**config.mk**
```make
export PLATFORM = sky130hd
export DESIGN_NAME = dart_timer
export DESIGN_NICKNAME = d
export VERILOG_FILES = /design/src/core/dart_pkg.sv /design/src/core/dart_tick_if.sv /design/src/core/dart_timebase.sv /design/src/core/dart_sync.sv /design/src/core/dart_timer.sv
export VERILOG_INCLUDE_DIRS = /design/src /design/src/core
export SDC_FILE = /design/constraint.sdc
export NUM_CORES = 1
export LEC_CHECK = 0
export CORE_ASPECT_RATIO = 0.5
export CORE_MARGIN = 5
export CORE_UTILIZATION = 37
export CTS_CLUSTER_DIAMETER = 50
export DETAILED_ROUTE_END_ITERATION = 10
export DONT_BUFFER_PORTS = 1
export GPL_TIMING_DRIVEN = 0
export PLACE_DENSITY_LB_ADDON = 0.08
export SYNTH_ARGS = -nofsm -noshare
export SYNTH_HDL_FRONTEND = slang
export SYNTH_HIERARCHICAL = 1
export SYNTH_SLANG_ARGS = --single-unit
export TNS_END_PERCENT = 100
```
**constraint.sdc**
```tcl
create_clock -name core_clk -period 5.63 [get_ports core_clk]
set_input_delay 0.2815 -clock core_clk [delete_from_list [all_inputs] [get_ports core_clk]]
set_output_delay 0.2815 -clock core_clk [all_outputs]
set_load 0.005 [all_outputs]
```
**src/core/dart_consts.svh**
```systemverilog
// Constants of the scan-driven delay and retentive timer block
// Assumes a 100 MHz core clock; included by name by the timebase and timer design files
`ifndef DART_CONSTS_SVH
`define DART_CONSTS_SVH

// ----------------------------------------------------------------
// Element layout
// ----------------------------------------------------------------
`define DART_BIT_ACTIVE      15
`define DART_BIT_RUNNING     14
`define DART_BIT_COMPLETE    13
`define DART_COUNT_MAX       16'h7FFF
`define DART_COUNT_ZERO      16'h0000
`define DART_SIGN_BIT        15

// ----------------------------------------------------------------
// Timing
// ----------------------------------------------------------------
`define DART_CLK_NS          10
`define DART_FINE_BASE_NS    10000000
`define DART_COARSE_BASE_NS  1000000000
`define DART_FINE_CYCLES     (`DART_FINE_BASE_NS / `DART_CLK_NS)
`define DART_COARSE_CYCLES   (`DART_COARSE_BASE_NS / `DART_CLK_NS)
`define DART_PEND_ONE        8'h01
`define DART_PEND_ZERO       8'h00

`endif

```
**src/core/dart_pkg.sv**
```systemverilog
// Types shared by the timer block files
// Assumes dart_consts.svh for the constants
package dart_pkg;

   // Timer behaviour of an element
   typedef enum logic [1:0]
   {
      DART_ON_DELAY   = 2'b00,
      DART_OFF_DELAY  = 2'b01,
      DART_RETENTIVE  = 2'b10
   } dart_behav_type;

   // Controller operating mode
   typedef enum logic [1:0]
   {
      DART_EXECUTE    = 2'b00,
      DART_TRIAL      = 2'b01,
      DART_EDIT       = 2'b10,
      DART_FAULT_HALT = 2'b11
   } dart_mode_type;

endpackage

```
**src/core/dart_tick_if.sv**
```systemverilog
// Interval ticks passed from the timebase to the timer element
// Assumes one core clock shared by both ends
`timescale 1ns/100ps
interface dart_tick_if;
   logic fineTick;
   logic coarseTick;

   modport source (output fineTick, output coarseTick);
   modport sink   (input  fineTick, input  coarseTick);
endinterface

```
**src/core/dart_timebase.sv**
```systemverilog
// Free running timebase: one-cycle ticks every 10 ms and every 1 s
// Assumes a 100 MHz core clock and synchronous active high reset
`timescale 1ns/100ps
`include "dart_consts.svh"
module dart_timebase #(
   parameter int FINE_CYCLES   = `DART_FINE_CYCLES,
   parameter int COARSE_CYCLES = `DART_COARSE_CYCLES
)(
   // Clock and reset
   input  wire logic   core_clk,
   input  wire logic   reset,
   // Ticks
   dart_tick_if.source ticks
);

   typedef struct packed
   {
      logic [19:0] fineCnt;
      logic [6:0]  coarseCnt;
      logic        fine;
      logic        coarse;
   } dart_tb_state_type;

   dart_tb_state_type st;
   dart_tb_state_type next_st;

   // Coarse tick counts fine ticks so both stay aligned
   always_comb
   begin
      next_st = st;
      next_st.fine = 1'b0;
      next_st.coarse = 1'b0;
      if (st.fineCnt == 20'(FINE_CYCLES - 1))
      begin
         next_st.fineCnt = 20'h00000;
         next_st.fine = 1'b1;
         if (st.coarseCnt == 7'(COARSE_CYCLES / FINE_CYCLES - 1))
         begin
            next_st.coarseCnt = 7'h00;
            next_st.coarse = 1'b1;
         end
         else
            next_st.coarseCnt = st.coarseCnt + 7'h01;
      end
      else
         next_st.fineCnt = st.fineCnt + 20'h00001;
   end

   // State register
   always_ff @(posedge core_clk)
   begin
      if (reset)
         st <= '0;
      else
         st <= next_st;
   end

   assign ticks.fineTick = st.fine;
   assign ticks.coarseTick = st.coarse;

endmodule

```
**src/core/dart_sync.sv**
```systemverilog
// Three-stage synchroniser with agreement filter for pin inputs
// Assumes asynchronous inputs and one core clock
`timescale 1ns/100ps
module dart_sync #(
   parameter int WIDTH = 1
)(
   // Clock and reset
   input  wire logic             core_clk,
   input  wire logic             reset,
   // Pin side and clean side
   input  wire logic [WIDTH-1:0] pinIn,
   output logic      [WIDTH-1:0] cleanOut
);

   typedef struct packed
   {
      logic [WIDTH-1:0] s1;
      logic [WIDTH-1:0] s2;
      logic [WIDTH-1:0] s3;
      logic [WIDTH-1:0] clean;
   } dart_sync_state_type;

   dart_sync_state_type st;
   dart_sync_state_type next_st;

   // A change counts once second and third stages agree
   always_comb
   begin
      next_st = st;
      next_st.s1 = pinIn;
      next_st.s2 = st.s1;
      next_st.s3 = st.s2;
      for (int i = 0; i < WIDTH; i++)
         if (st.s2[i] == st.s3[i])
            next_st.clean[i] = st.s3[i];
   end

   // State register
   always_ff @(posedge core_clk)
   begin
      if (reset)
         st <= '0;
      else
         st <= next_st;
   end

   assign cleanOut = st.clean;

endmodule

```
**src/core/dart_timer.sv**
```systemverilog
// Scan-driven timer element: on-delay, off-delay and retentive behaviour
// Assumes the controlling program presents rung and clear once per scan strobe
//
// Contract
// - On-delay counts while rung true, clears when false
// - Timebase per element: 0.01 s or 1.0 s
// - Counts 0..32767; negative value raises runtime error
// - Control word bits 15,14,13 then target, elapsed
// - On-delay complete when elapsed reaches target
// - Active follows rung; in on-delay and retentive only while zone active
// - Running while rung true and below target
// - On-delay interrupted keeps flags and count
// - On-delay resume while running clears count; flags follow rung
// - Off-delay counts while rung false, clears on true
// - Off-delay complete set while true, cleared when reached
// - Off-delay running while false and below target
// - Off-delay interrupted keeps flags and count
// - Off-delay resume: running cleared, rung decides rest
// - Clear zeroes flags and count; not for off-delay
// - Off-delay keeps timing in inactive control zone
// - Retentive keeps count across false rung, modes, faults
// - Retentive complete stays until clear command
// - Retentive interrupted keeps flags and count
// - Retentive resume: true continues, false clears active and running, keeps complete
`timescale 1ns/100ps
`include "dart_consts.svh"
module dart_timer #(
   parameter int FINE_CYCLES   = `DART_FINE_CYCLES,
   parameter int COARSE_CYCLES = `DART_COARSE_CYCLES
)(
   // Clock and reset
   input  wire logic                   core_clk,
   input  wire logic                   reset,
   // Controller mode, from a pin
   input  wire dart_pkg::dart_mode_type ctrlMode,
   input  wire logic                   powerGood,
   // Element configuration
   input  wire dart_pkg::dart_behav_type behaviour,
   input  wire logic                   coarseBase,
   input  wire logic [15:0]            targetCount,
   // Scan interface from the controlling program
   input  wire logic                   scanStrobe,
   input  wire logic                   rungTrue,
   input  wire logic                   zoneActive,
   input  wire logic                   clearCommand,
   // Element state
   output logic [15:0]                 controlWord,
   output logic [15:0]                 targetWord,
   output logic [15:0]                 elapsedCount,
   output logic                        runtimeError
);

   // ----------------------------------------------------------------
   // Input conditioning
   // ----------------------------------------------------------------
   logic [2:0] pinRaw;
   logic [2:0] pinClean;
   logic       powerOk;
   logic       modeRunRaw;
   logic       modeRun;

   // Mode and power arrive from outside the clock domain
   assign modeRunRaw = (ctrlMode == dart_pkg::DART_EXECUTE) || (ctrlMode == dart_pkg::DART_TRIAL);
   assign pinRaw = {modeRunRaw, powerGood, 1'b0};

   dart_sync #(
      .WIDTH (3)
   ) u_sync (
      .core_clk (core_clk),
      .reset    (reset),
      .pinIn    (pinRaw),
      .cleanOut (pinClean)
   );

   assign powerOk = pinClean[1];
   assign modeRun = pinClean[2] && powerOk;

   dart_tick_if tickBus ();

   dart_timebase #(
      .FINE_CYCLES   (FINE_CYCLES),
      .COARSE_CYCLES (COARSE_CYCLES)
   ) u_timebase (
      .core_clk (core_clk),
      .reset    (reset),
      .ticks    (tickBus.source)
   );

   // ----------------------------------------------------------------
   // State
   // ----------------------------------------------------------------
   typedef struct packed
   {
      logic        active;
      logic        running;
      logic        complete;
      logic [15:0] elapsed;
      logic [7:0]  pending;
      logic        wasRun;
      logic        resumed;
      logic        rungPrev;
      logic        error;
   } dart_timer_state_type;

   dart_timer_state_type st;
   dart_timer_state_type next_st;

   // Saturating add of pending intervals, capped at the target
   function automatic logic [15:0] addCapped(input logic [15:0] acc,
                                             input logic [7:0]  add,
                                             input logic [15:0] lim);
      logic [16:0] sum;
      sum = {1'b0, acc} + {9'h000, add};
      if (sum >= {1'b0, lim})
         addCapped = lim;
      else
         addCapped = sum[15:0];
   endfunction

   // Negative word check
   function automatic logic isNegative(input logic [15:0] v);
      isNegative = v[`DART_SIGN_BIT];
   endfunction

   logic        tickSel;
   logic [15:0] limit;

   // Selected interval tick for this element
   assign tickSel = coarseBase ? tickBus.coarseTick : tickBus.fineTick;
   assign limit = isNegative(targetCount) ? `DART_COUNT_ZERO : targetCount;

   // ----------------------------------------------------------------
   // Scan evaluation
   // ----------------------------------------------------------------
   always_comb
   begin
      next_st = st;
      next_st.wasRun = modeRun;
      // Intervals accumulate between scans, saturating at 255, so a scan of up to 255 intervals loses none
      if (tickSel && (st.pending != 8'hFF))
         next_st.pending = st.pending + `DART_PEND_ONE;
      // Runtime error on a negative target or elapsed value
      if (isNegative(targetCount) || isNegative(st.elapsed))
         next_st.error = 1'b1;
      // Leaving execute and trial freezes control flags and count and drops pending intervals, including across power loss
      if (!modeRun)
      begin
         next_st.pending = `DART_PEND_ZERO;
         if (!st.wasRun)
            next_st.resumed = 1'b0;
      end
      else if (!st.wasRun)
      begin
         // First cycle back in execute or trial: resolve on next scan
         next_st.resumed = 1'b1;
         next_st.pending = `DART_PEND_ZERO;
      end
      else if (scanStrobe)
      begin
         next_st.pending = (tickSel && !st.resumed) ? `DART_PEND_ONE : `DART_PEND_ZERO;
         next_st.rungPrev = rungTrue;
         next_st.resumed = 1'b0;
         next_st.active = rungTrue;
         unique case (behaviour)
            dart_pkg::DART_OFF_DELAY:
            begin
               if (st.resumed && st.running)
               begin
                  next_st.running = 1'b0;
                  next_st.active = rungTrue;
                  if (rungTrue)
                     next_st.elapsed = `DART_COUNT_ZERO;
                  else
                  begin
                     next_st.complete = 1'b0;
                     next_st.elapsed = limit;
                  end
               end
               else if (rungTrue)
               begin
                  next_st.elapsed = `DART_COUNT_ZERO;
                  next_st.complete = 1'b1;
                  next_st.running = 1'b0;
               end
               else if (st.complete)
               begin
                  // Counts on even when zone is inactive
                  next_st.elapsed = addCapped(st.elapsed, st.pending, limit);
                  if (next_st.elapsed >= limit)
                  begin
                     next_st.complete = 1'b0;
                     next_st.running = 1'b0;
                  end
                  else
                     next_st.running = 1'b1;
               end
               else
                  next_st.running = 1'b0;
            end
            dart_pkg::DART_RETENTIVE:
            begin
               if (rungTrue && zoneActive)
               begin
                  // Continues from the kept count after any pause
                  next_st.elapsed = addCapped(st.elapsed, st.resumed ? `DART_PEND_ZERO : st.pending, limit);
                  if (next_st.elapsed >= limit)
                     next_st.complete = 1'b1;
                  next_st.running = !next_st.complete;
               end
               else
               begin
                  next_st.active = 1'b0;
                  next_st.running = 1'b0;
               end
            end
            default:
            begin
               if (st.resumed && st.running)
                  next_st.elapsed = `DART_COUNT_ZERO;
               else if (rungTrue && zoneActive)
                  next_st.elapsed = addCapped(st.elapsed, st.pending, limit);
               if (rungTrue && zoneActive)
               begin
                  next_st.complete = next_st.elapsed >= limit;
                  next_st.running = !next_st.complete;
               end
               else
               begin
                  next_st.active = 1'b0;
                  next_st.elapsed = `DART_COUNT_ZERO;
                  next_st.complete = 1'b0;
                  next_st.running = 1'b0;
               end
            end
         endcase
         // Clear from a separate rung zeroes flags and count, except for an off-delay element
         if (clearCommand && (behaviour != dart_pkg::DART_OFF_DELAY))
         begin
            next_st.complete = 1'b0;
            next_st.running = 1'b0;
            next_st.active = 1'b0;
            next_st.elapsed = `DART_COUNT_ZERO;
         end
      end
   end

   // State register
   always_ff @(posedge core_clk)
   begin
      if (reset)
         st <= '0;
      else
         st <= next_st;
   end

   // ----------------------------------------------------------------
   // Element words
   // ----------------------------------------------------------------
   always_comb
   begin
      controlWord = 16'h0000;
      controlWord[`DART_BIT_ACTIVE] = st.active;
      controlWord[`DART_BIT_RUNNING] = st.running;
      controlWord[`DART_BIT_COMPLETE] = st.complete;
   end

   assign targetWord = targetCount;
   assign elapsedCount = st.elapsed;
   assign runtimeError = st.error;

endmodule

```
Yosys cells after proc, flatten, opt, wreduce, memory -nomap -nowiden
Cells that the tools add are included.
Cells by class
  $add $sub $neg: 5
  magnitude comparators: 5
  equal/unequal tests: 14
  mux-type cells: 53
  bitwise gates (word level): 3
  reductions and logical operators: 21
Operators with widths (count)
  2-to-1 mux 16 bit: 21
  >= comparator 16 x 15 -> 1 bit: 3
  one-hot mux 19 bit (2 select lines): 1
  2-to-1 mux 18 bit: 2
  adder 16 x 8 -> 17 bit: 2
  >= comparator 17 x 15 -> 1 bit: 2
  2-to-1 mux 17 bit: 2
  2-to-1 mux 15 bit: 2
  2-to-1 mux 8 bit: 3
  adder 20 x 1 -> 20 bit (second input constant): 1
  equality test 20 bit (second input constant): 1
  2-to-1 mux 19 bit: 1
  2-to-1 mux 1 bit: 17
  AND reduction 5 bit: 2
  adder 8 x 1 -> 8 bit (second input constant): 1
  != test 8 bit (second input constant): 1
  adder 7 x 1 -> 7 bit (second input constant): 1
  equality test 7 bit (second input constant): 1
  2-to-1 mux 7 bit: 1
  logical AND 1 bit: 6
  2-to-1 mux 2 bit: 3
  OR reduction 2 bit: 3
  != test 5 bit (second input constant): 1
  equality test 2 x 1 -> 1 bit (second input constant): 2
  other kinds (14): 21
Storage, ports and cells
  bits in registers: 71
  output and inout bits: 49
  logic and storage cells: 120

Logic depth before layout (Yosys ltp)
  word-level depth: 20
  gate-level depth with buffers: 31

Cells and area by module
Netlist, hierarchy kept.
By module, submodules not included
  dart_timer: instances 1, cells each 824, area an instance 5875.6 um^2, seq. area each 600.6 um^2
  dart_timebase: instances 1, cells each 160, area an instance 1417.6 um^2, seq. area each 580.6 um^2
  dart_sync: instances 1, cells each 34, area an instance 410.4 um^2, seq. area each 240.2 um^2

Worst setup path before layout
Ideal clock, no wire load.
  path type: register to register
  start: register st, in the netlist elapsedCount[0]
  end: register st, in the netlist controlWord[14]
  setup time: 0.112 ns
  arrival: 5.534 ns
  data required time: 5.518 ns
  setup slack: -0.016 ns
  cell stages (with the launch flop): 25
  buffers on the path: 1
  clock period less this slack: 5.646 ns
  path through: dfxtp_1 > ha_1 > fa_1 > a21o_1 > a221oi_2 > a22o_4 > nor2_1 > xnor2_1 > inv_1 > ha_1 > a2111oi_0 > o21ai_0 > a211oi_1 > o21ai_1 > buf_2 > mux2i_1 > ha_1 > nand2b_1 > a21o_1 > a21o_1 > a221oi_2 > o31ai_1 > o2111a_1 > or4_1 > a2111oi_1
On the way
  longest elaborated chain between the ends: 19
  elaborated cells on any way between the ends: 43
  classes of those cells: add/sub (2); order compare (5); mux (34); reduce/logical (2)
RTL lines
  start: declaration: line dart_timer.sv:105  | dart_timer_state_type st;
  start signal: assignment: line dart_timer.sv:253  | st <= next_st;
  adder 16 x 8 -> 17 bit: line dart_timer.sv:113  | sum = {1'b0, acc} + {9'h000, add};
  >= comparator 17 x 15 -> 1 bit: line dart_timer.sv:114  | if (sum >= {1'b0, lim})
  2-to-1 mux 16 bit: line dart_timer.sv:114
  2-to-1 mux 16 bit: line dart_timer.sv:202  | if (rungTrue && zoneActive)
  2-to-1 mux 16 bit: line dart_timer.sv:164  | unique case (behaviour)
  2-to-1 mux 16 bit: line dart_timer.sv:158  | else if (scanStrobe)
  2-to-1 mux 16 bit: line dart_timer.sv:152  | else if (!st.wasRun)
  2-to-1 mux 16 bit: line dart_timer.sv:146  | if (!modeRun)
  [3 not listed]
  2-to-1 mux 1 bit: line dart_timer.sv:164
  2-to-1 mux 1 bit: line dart_timer.sv:158
  2-to-1 mux 1 bit: line dart_timer.sv:152
  2-to-1 mux 1 bit: line dart_timer.sv:146
  logical NOT 1 bit: line dart_timer.sv:208  | next_st.running = !next_st.complete;
  2-to-1 mux 1 bit: line dart_timer.sv:202
  one-hot mux 19 bit (2 select lines) (*): line dart_timer.sv:164
  2-to-1 mux 19 bit (*): line dart_timer.sv:237  | if (clearCommand && (behaviour != dart_pkg::DART_OFF_DELAY))
Every way passes the cells marked *; elsewhere a longest branch is shown, timed or not. The select of a mux whose other input is x is not followed.
A chain may end at the register's enable or synchronous reset.

==> run metrics <==
final worst-path cycle share=1.01; core area=20,300 sq um; Static Leakage=3.86 nW; Post-DP HPWL=20.3 mm; Initial Utilization=0.373; total routed wirelength=27.2 mm; Longest Clk Path Bufs=2; Via Count=7,658; TritonCTS Sinks=67; status=complete, but fails checks; layout net count=1,194; Placement Cell Area=7970 sq um; I/O pin count=77; fin area=9050 sq um; Worst-path clk slew=0.06 ns; nature of the critical path endpoint=flip-flop; FF-to-FF Start=st[4]; 1st-iter DRT viols=636; critical path startpoint category=flip-flop; max-cap violation count=0; die footprint=23,600 sq um; Final setup viols=2; Hold Slack=0.0161 ns; initial antenna violation count=0; Total Power=0.00123 W; Hold Crit Start=reset; VDD IR max=0.121 mV; Die X=212 microns; remaining antenna violation count after routing=0; r2r worst-path depth=24; vias in the first global route=7,010; Worst EP required=5.88 ns; combinational power share=0.172; clock network fraction of total power=0.440; clock latency on the worst-skew pair=0.35 ns; Netlist Area Pre-Place=7570 sq um; number of vias per cell=5.69; Cells after Synth=1,007; worst-case clock skew=0.00829 ns; crit path max fanout=4; Crit Path Class=flip-flop to flip-flop; area grow syn2layout=19.5%; Hold Fails Final Rpt=0; Yosys warnings=6; CTS tree=built; RSZ-0062 raised after global routing=yes; largest net degree at the start of global routing=14; Slew Limit Fails=0; Root Buffer Master=clkbuf_16; Power Dens Cells=136 nW/um^2; I/O Buffers=0; P_sw=0.000363 W; most frequent cells in the layout=buf_4, nand2_1, ha_1; Int Power=0.000866 W; power share of the sequential group=0.389; height of the chip=111 microns; # fillers=2,082; Inst Count DP=1,292; register area=1370 sq um; CP arrival=5.95 ns; Final min period=5.70 ns; failing checks=negative setup slack; final cell count without fillers=1,346; hold depth=1; post-route worst setup slack=-0.0683 ns; Tot GR Track Use=0.222; hold worst-path end=st[3]; 1st-pass router iterations=5; # rows=37; Place WS=-0.986 ns; layout cell share with drive strength beyond 1=0.219; total congestion overflow=0; reg2reg end=controlWord[14]; first-pass GRT wire length=40.8 mm; global placement routability congestion=0.956; routed len/inst=20.2 microns; Peak Freq=0.175 GHz; Worst Tran Pin Value=0.998 ns; commonest non-fill, non-tap cell in the layout=buf_4; syn_area_per_cell=7.52 sq um; Rel. slew slack=0.333; TritonCTS Buffers=9; R2R Setup Slk=-0.07 ns; sw frac=0.295; HP Class=input pin to flip-flop; CTS H-tree lvls=3; area of the multi-input gates=5960 sq um; DRC=0
==> registers in the layout (all words and copies together), names as in the netlist <==
name	flops
u_sync/cleanOut	2
runtimeError	1
st	10
u_timebase/ticks.coarseTick	1
u_sync/next_st	4
elapsedCount	16
u_timebase/st	27
u_timebase/ticks.fineTick	1
u_sync/st	2
controlWord	3
==> worst max-delay path: stages, from the launching register on <==
cell and delay, ns:
dfxtp_4 0.36, ha_4 0.17, fa_2 0.39, a21o_1 0.20
a221oi_4 0.27, a22o_4 0.23, nor2_4 0.05, xnor2_2 0.18
inv_2 0.08, ha_4 0.25, a2111oi_4 0.34, o21ai_4 0.15
a211oi_2 0.29, o21ai_2 0.11, buf_6 0.14, mux2i_4 0.20
ha_4 0.26, nand2b_4 0.13, a21o_1 0.15, a21o_1 0.19
a221oi_4 0.31, o31ai_2 0.12, o2111a_1 0.27, or4_4 0.45
a2111oi_4 0.28
==> how the worst max path moves through the flow <==
stage / from / to / slack [ns] / cells after the start
after global placement: st[2] / controlWord[14] / -1.03 / 31
after global routing: st[4] / controlWord[14] / -0.22 / 24
after CTS: st[4] / controlWord[14] / -0.02 / 24
after floorplan: elapsedCount[0] / controlWord[14] / 0.02 / 24
after detailed placement: st[2] / controlWord[14] / -0.99 / 31
final: st[4] / controlWord[14] / -0.07 / 24
==> area by class of cell <==
type                       instances  area share
clock buffer                      12      0.0272
multi-input combinational        809       0.659
sequential                        67       0.152
buffer                            93      0.0683
clock inverter                     3     0.00277
tap                              273      0.0377
inverter                          47      0.0195
timing repair buffer              40      0.0335
antenna                            2    0.000553
==> layer usage <==
metal,wire length (microns),GRT usage,vias to the layer above
met5,0,0,-
met4,829,0.0682,0
met3,2160,0.0466,49
met2,11700,0.341,291
met1,12500,0.312,3607
li1,-,-,3711
==> stage by stage <==
step / setup TNS [ns] / utilization
final: -0.0782 / 0.445
after global placement: -2.03 / 0.392
after CTS: -0.0197 / 0.432
after global routing: -0.364 / 0.445
after detailed placement: -1.89 / 0.392
after floorplan: 0 / -
==> power groups by stage <==
stage               Clock [W]  Combinational, W  Sequential [W]
floorplan                   0          0.000134        0.000490
global placement            0          0.000183        0.000491
detailed placement          0          0.000185        0.000491
CTS                  0.000554          0.000197        0.000478
global route         0.000571          0.000231        0.000478
finish               0.000540          0.000211        0.000478
==> timing repair <==
item	CTS	global route
pin swaps	32	43
endpoints found under the hold margin	3	0
gates resized for setup	75	38
hold buffers	1	0
endpoints found under the setup margin	2	2
buffers inserted	28	11
gates cloned	0	0
Note: power is estimated with default switching activity, not from simulation.
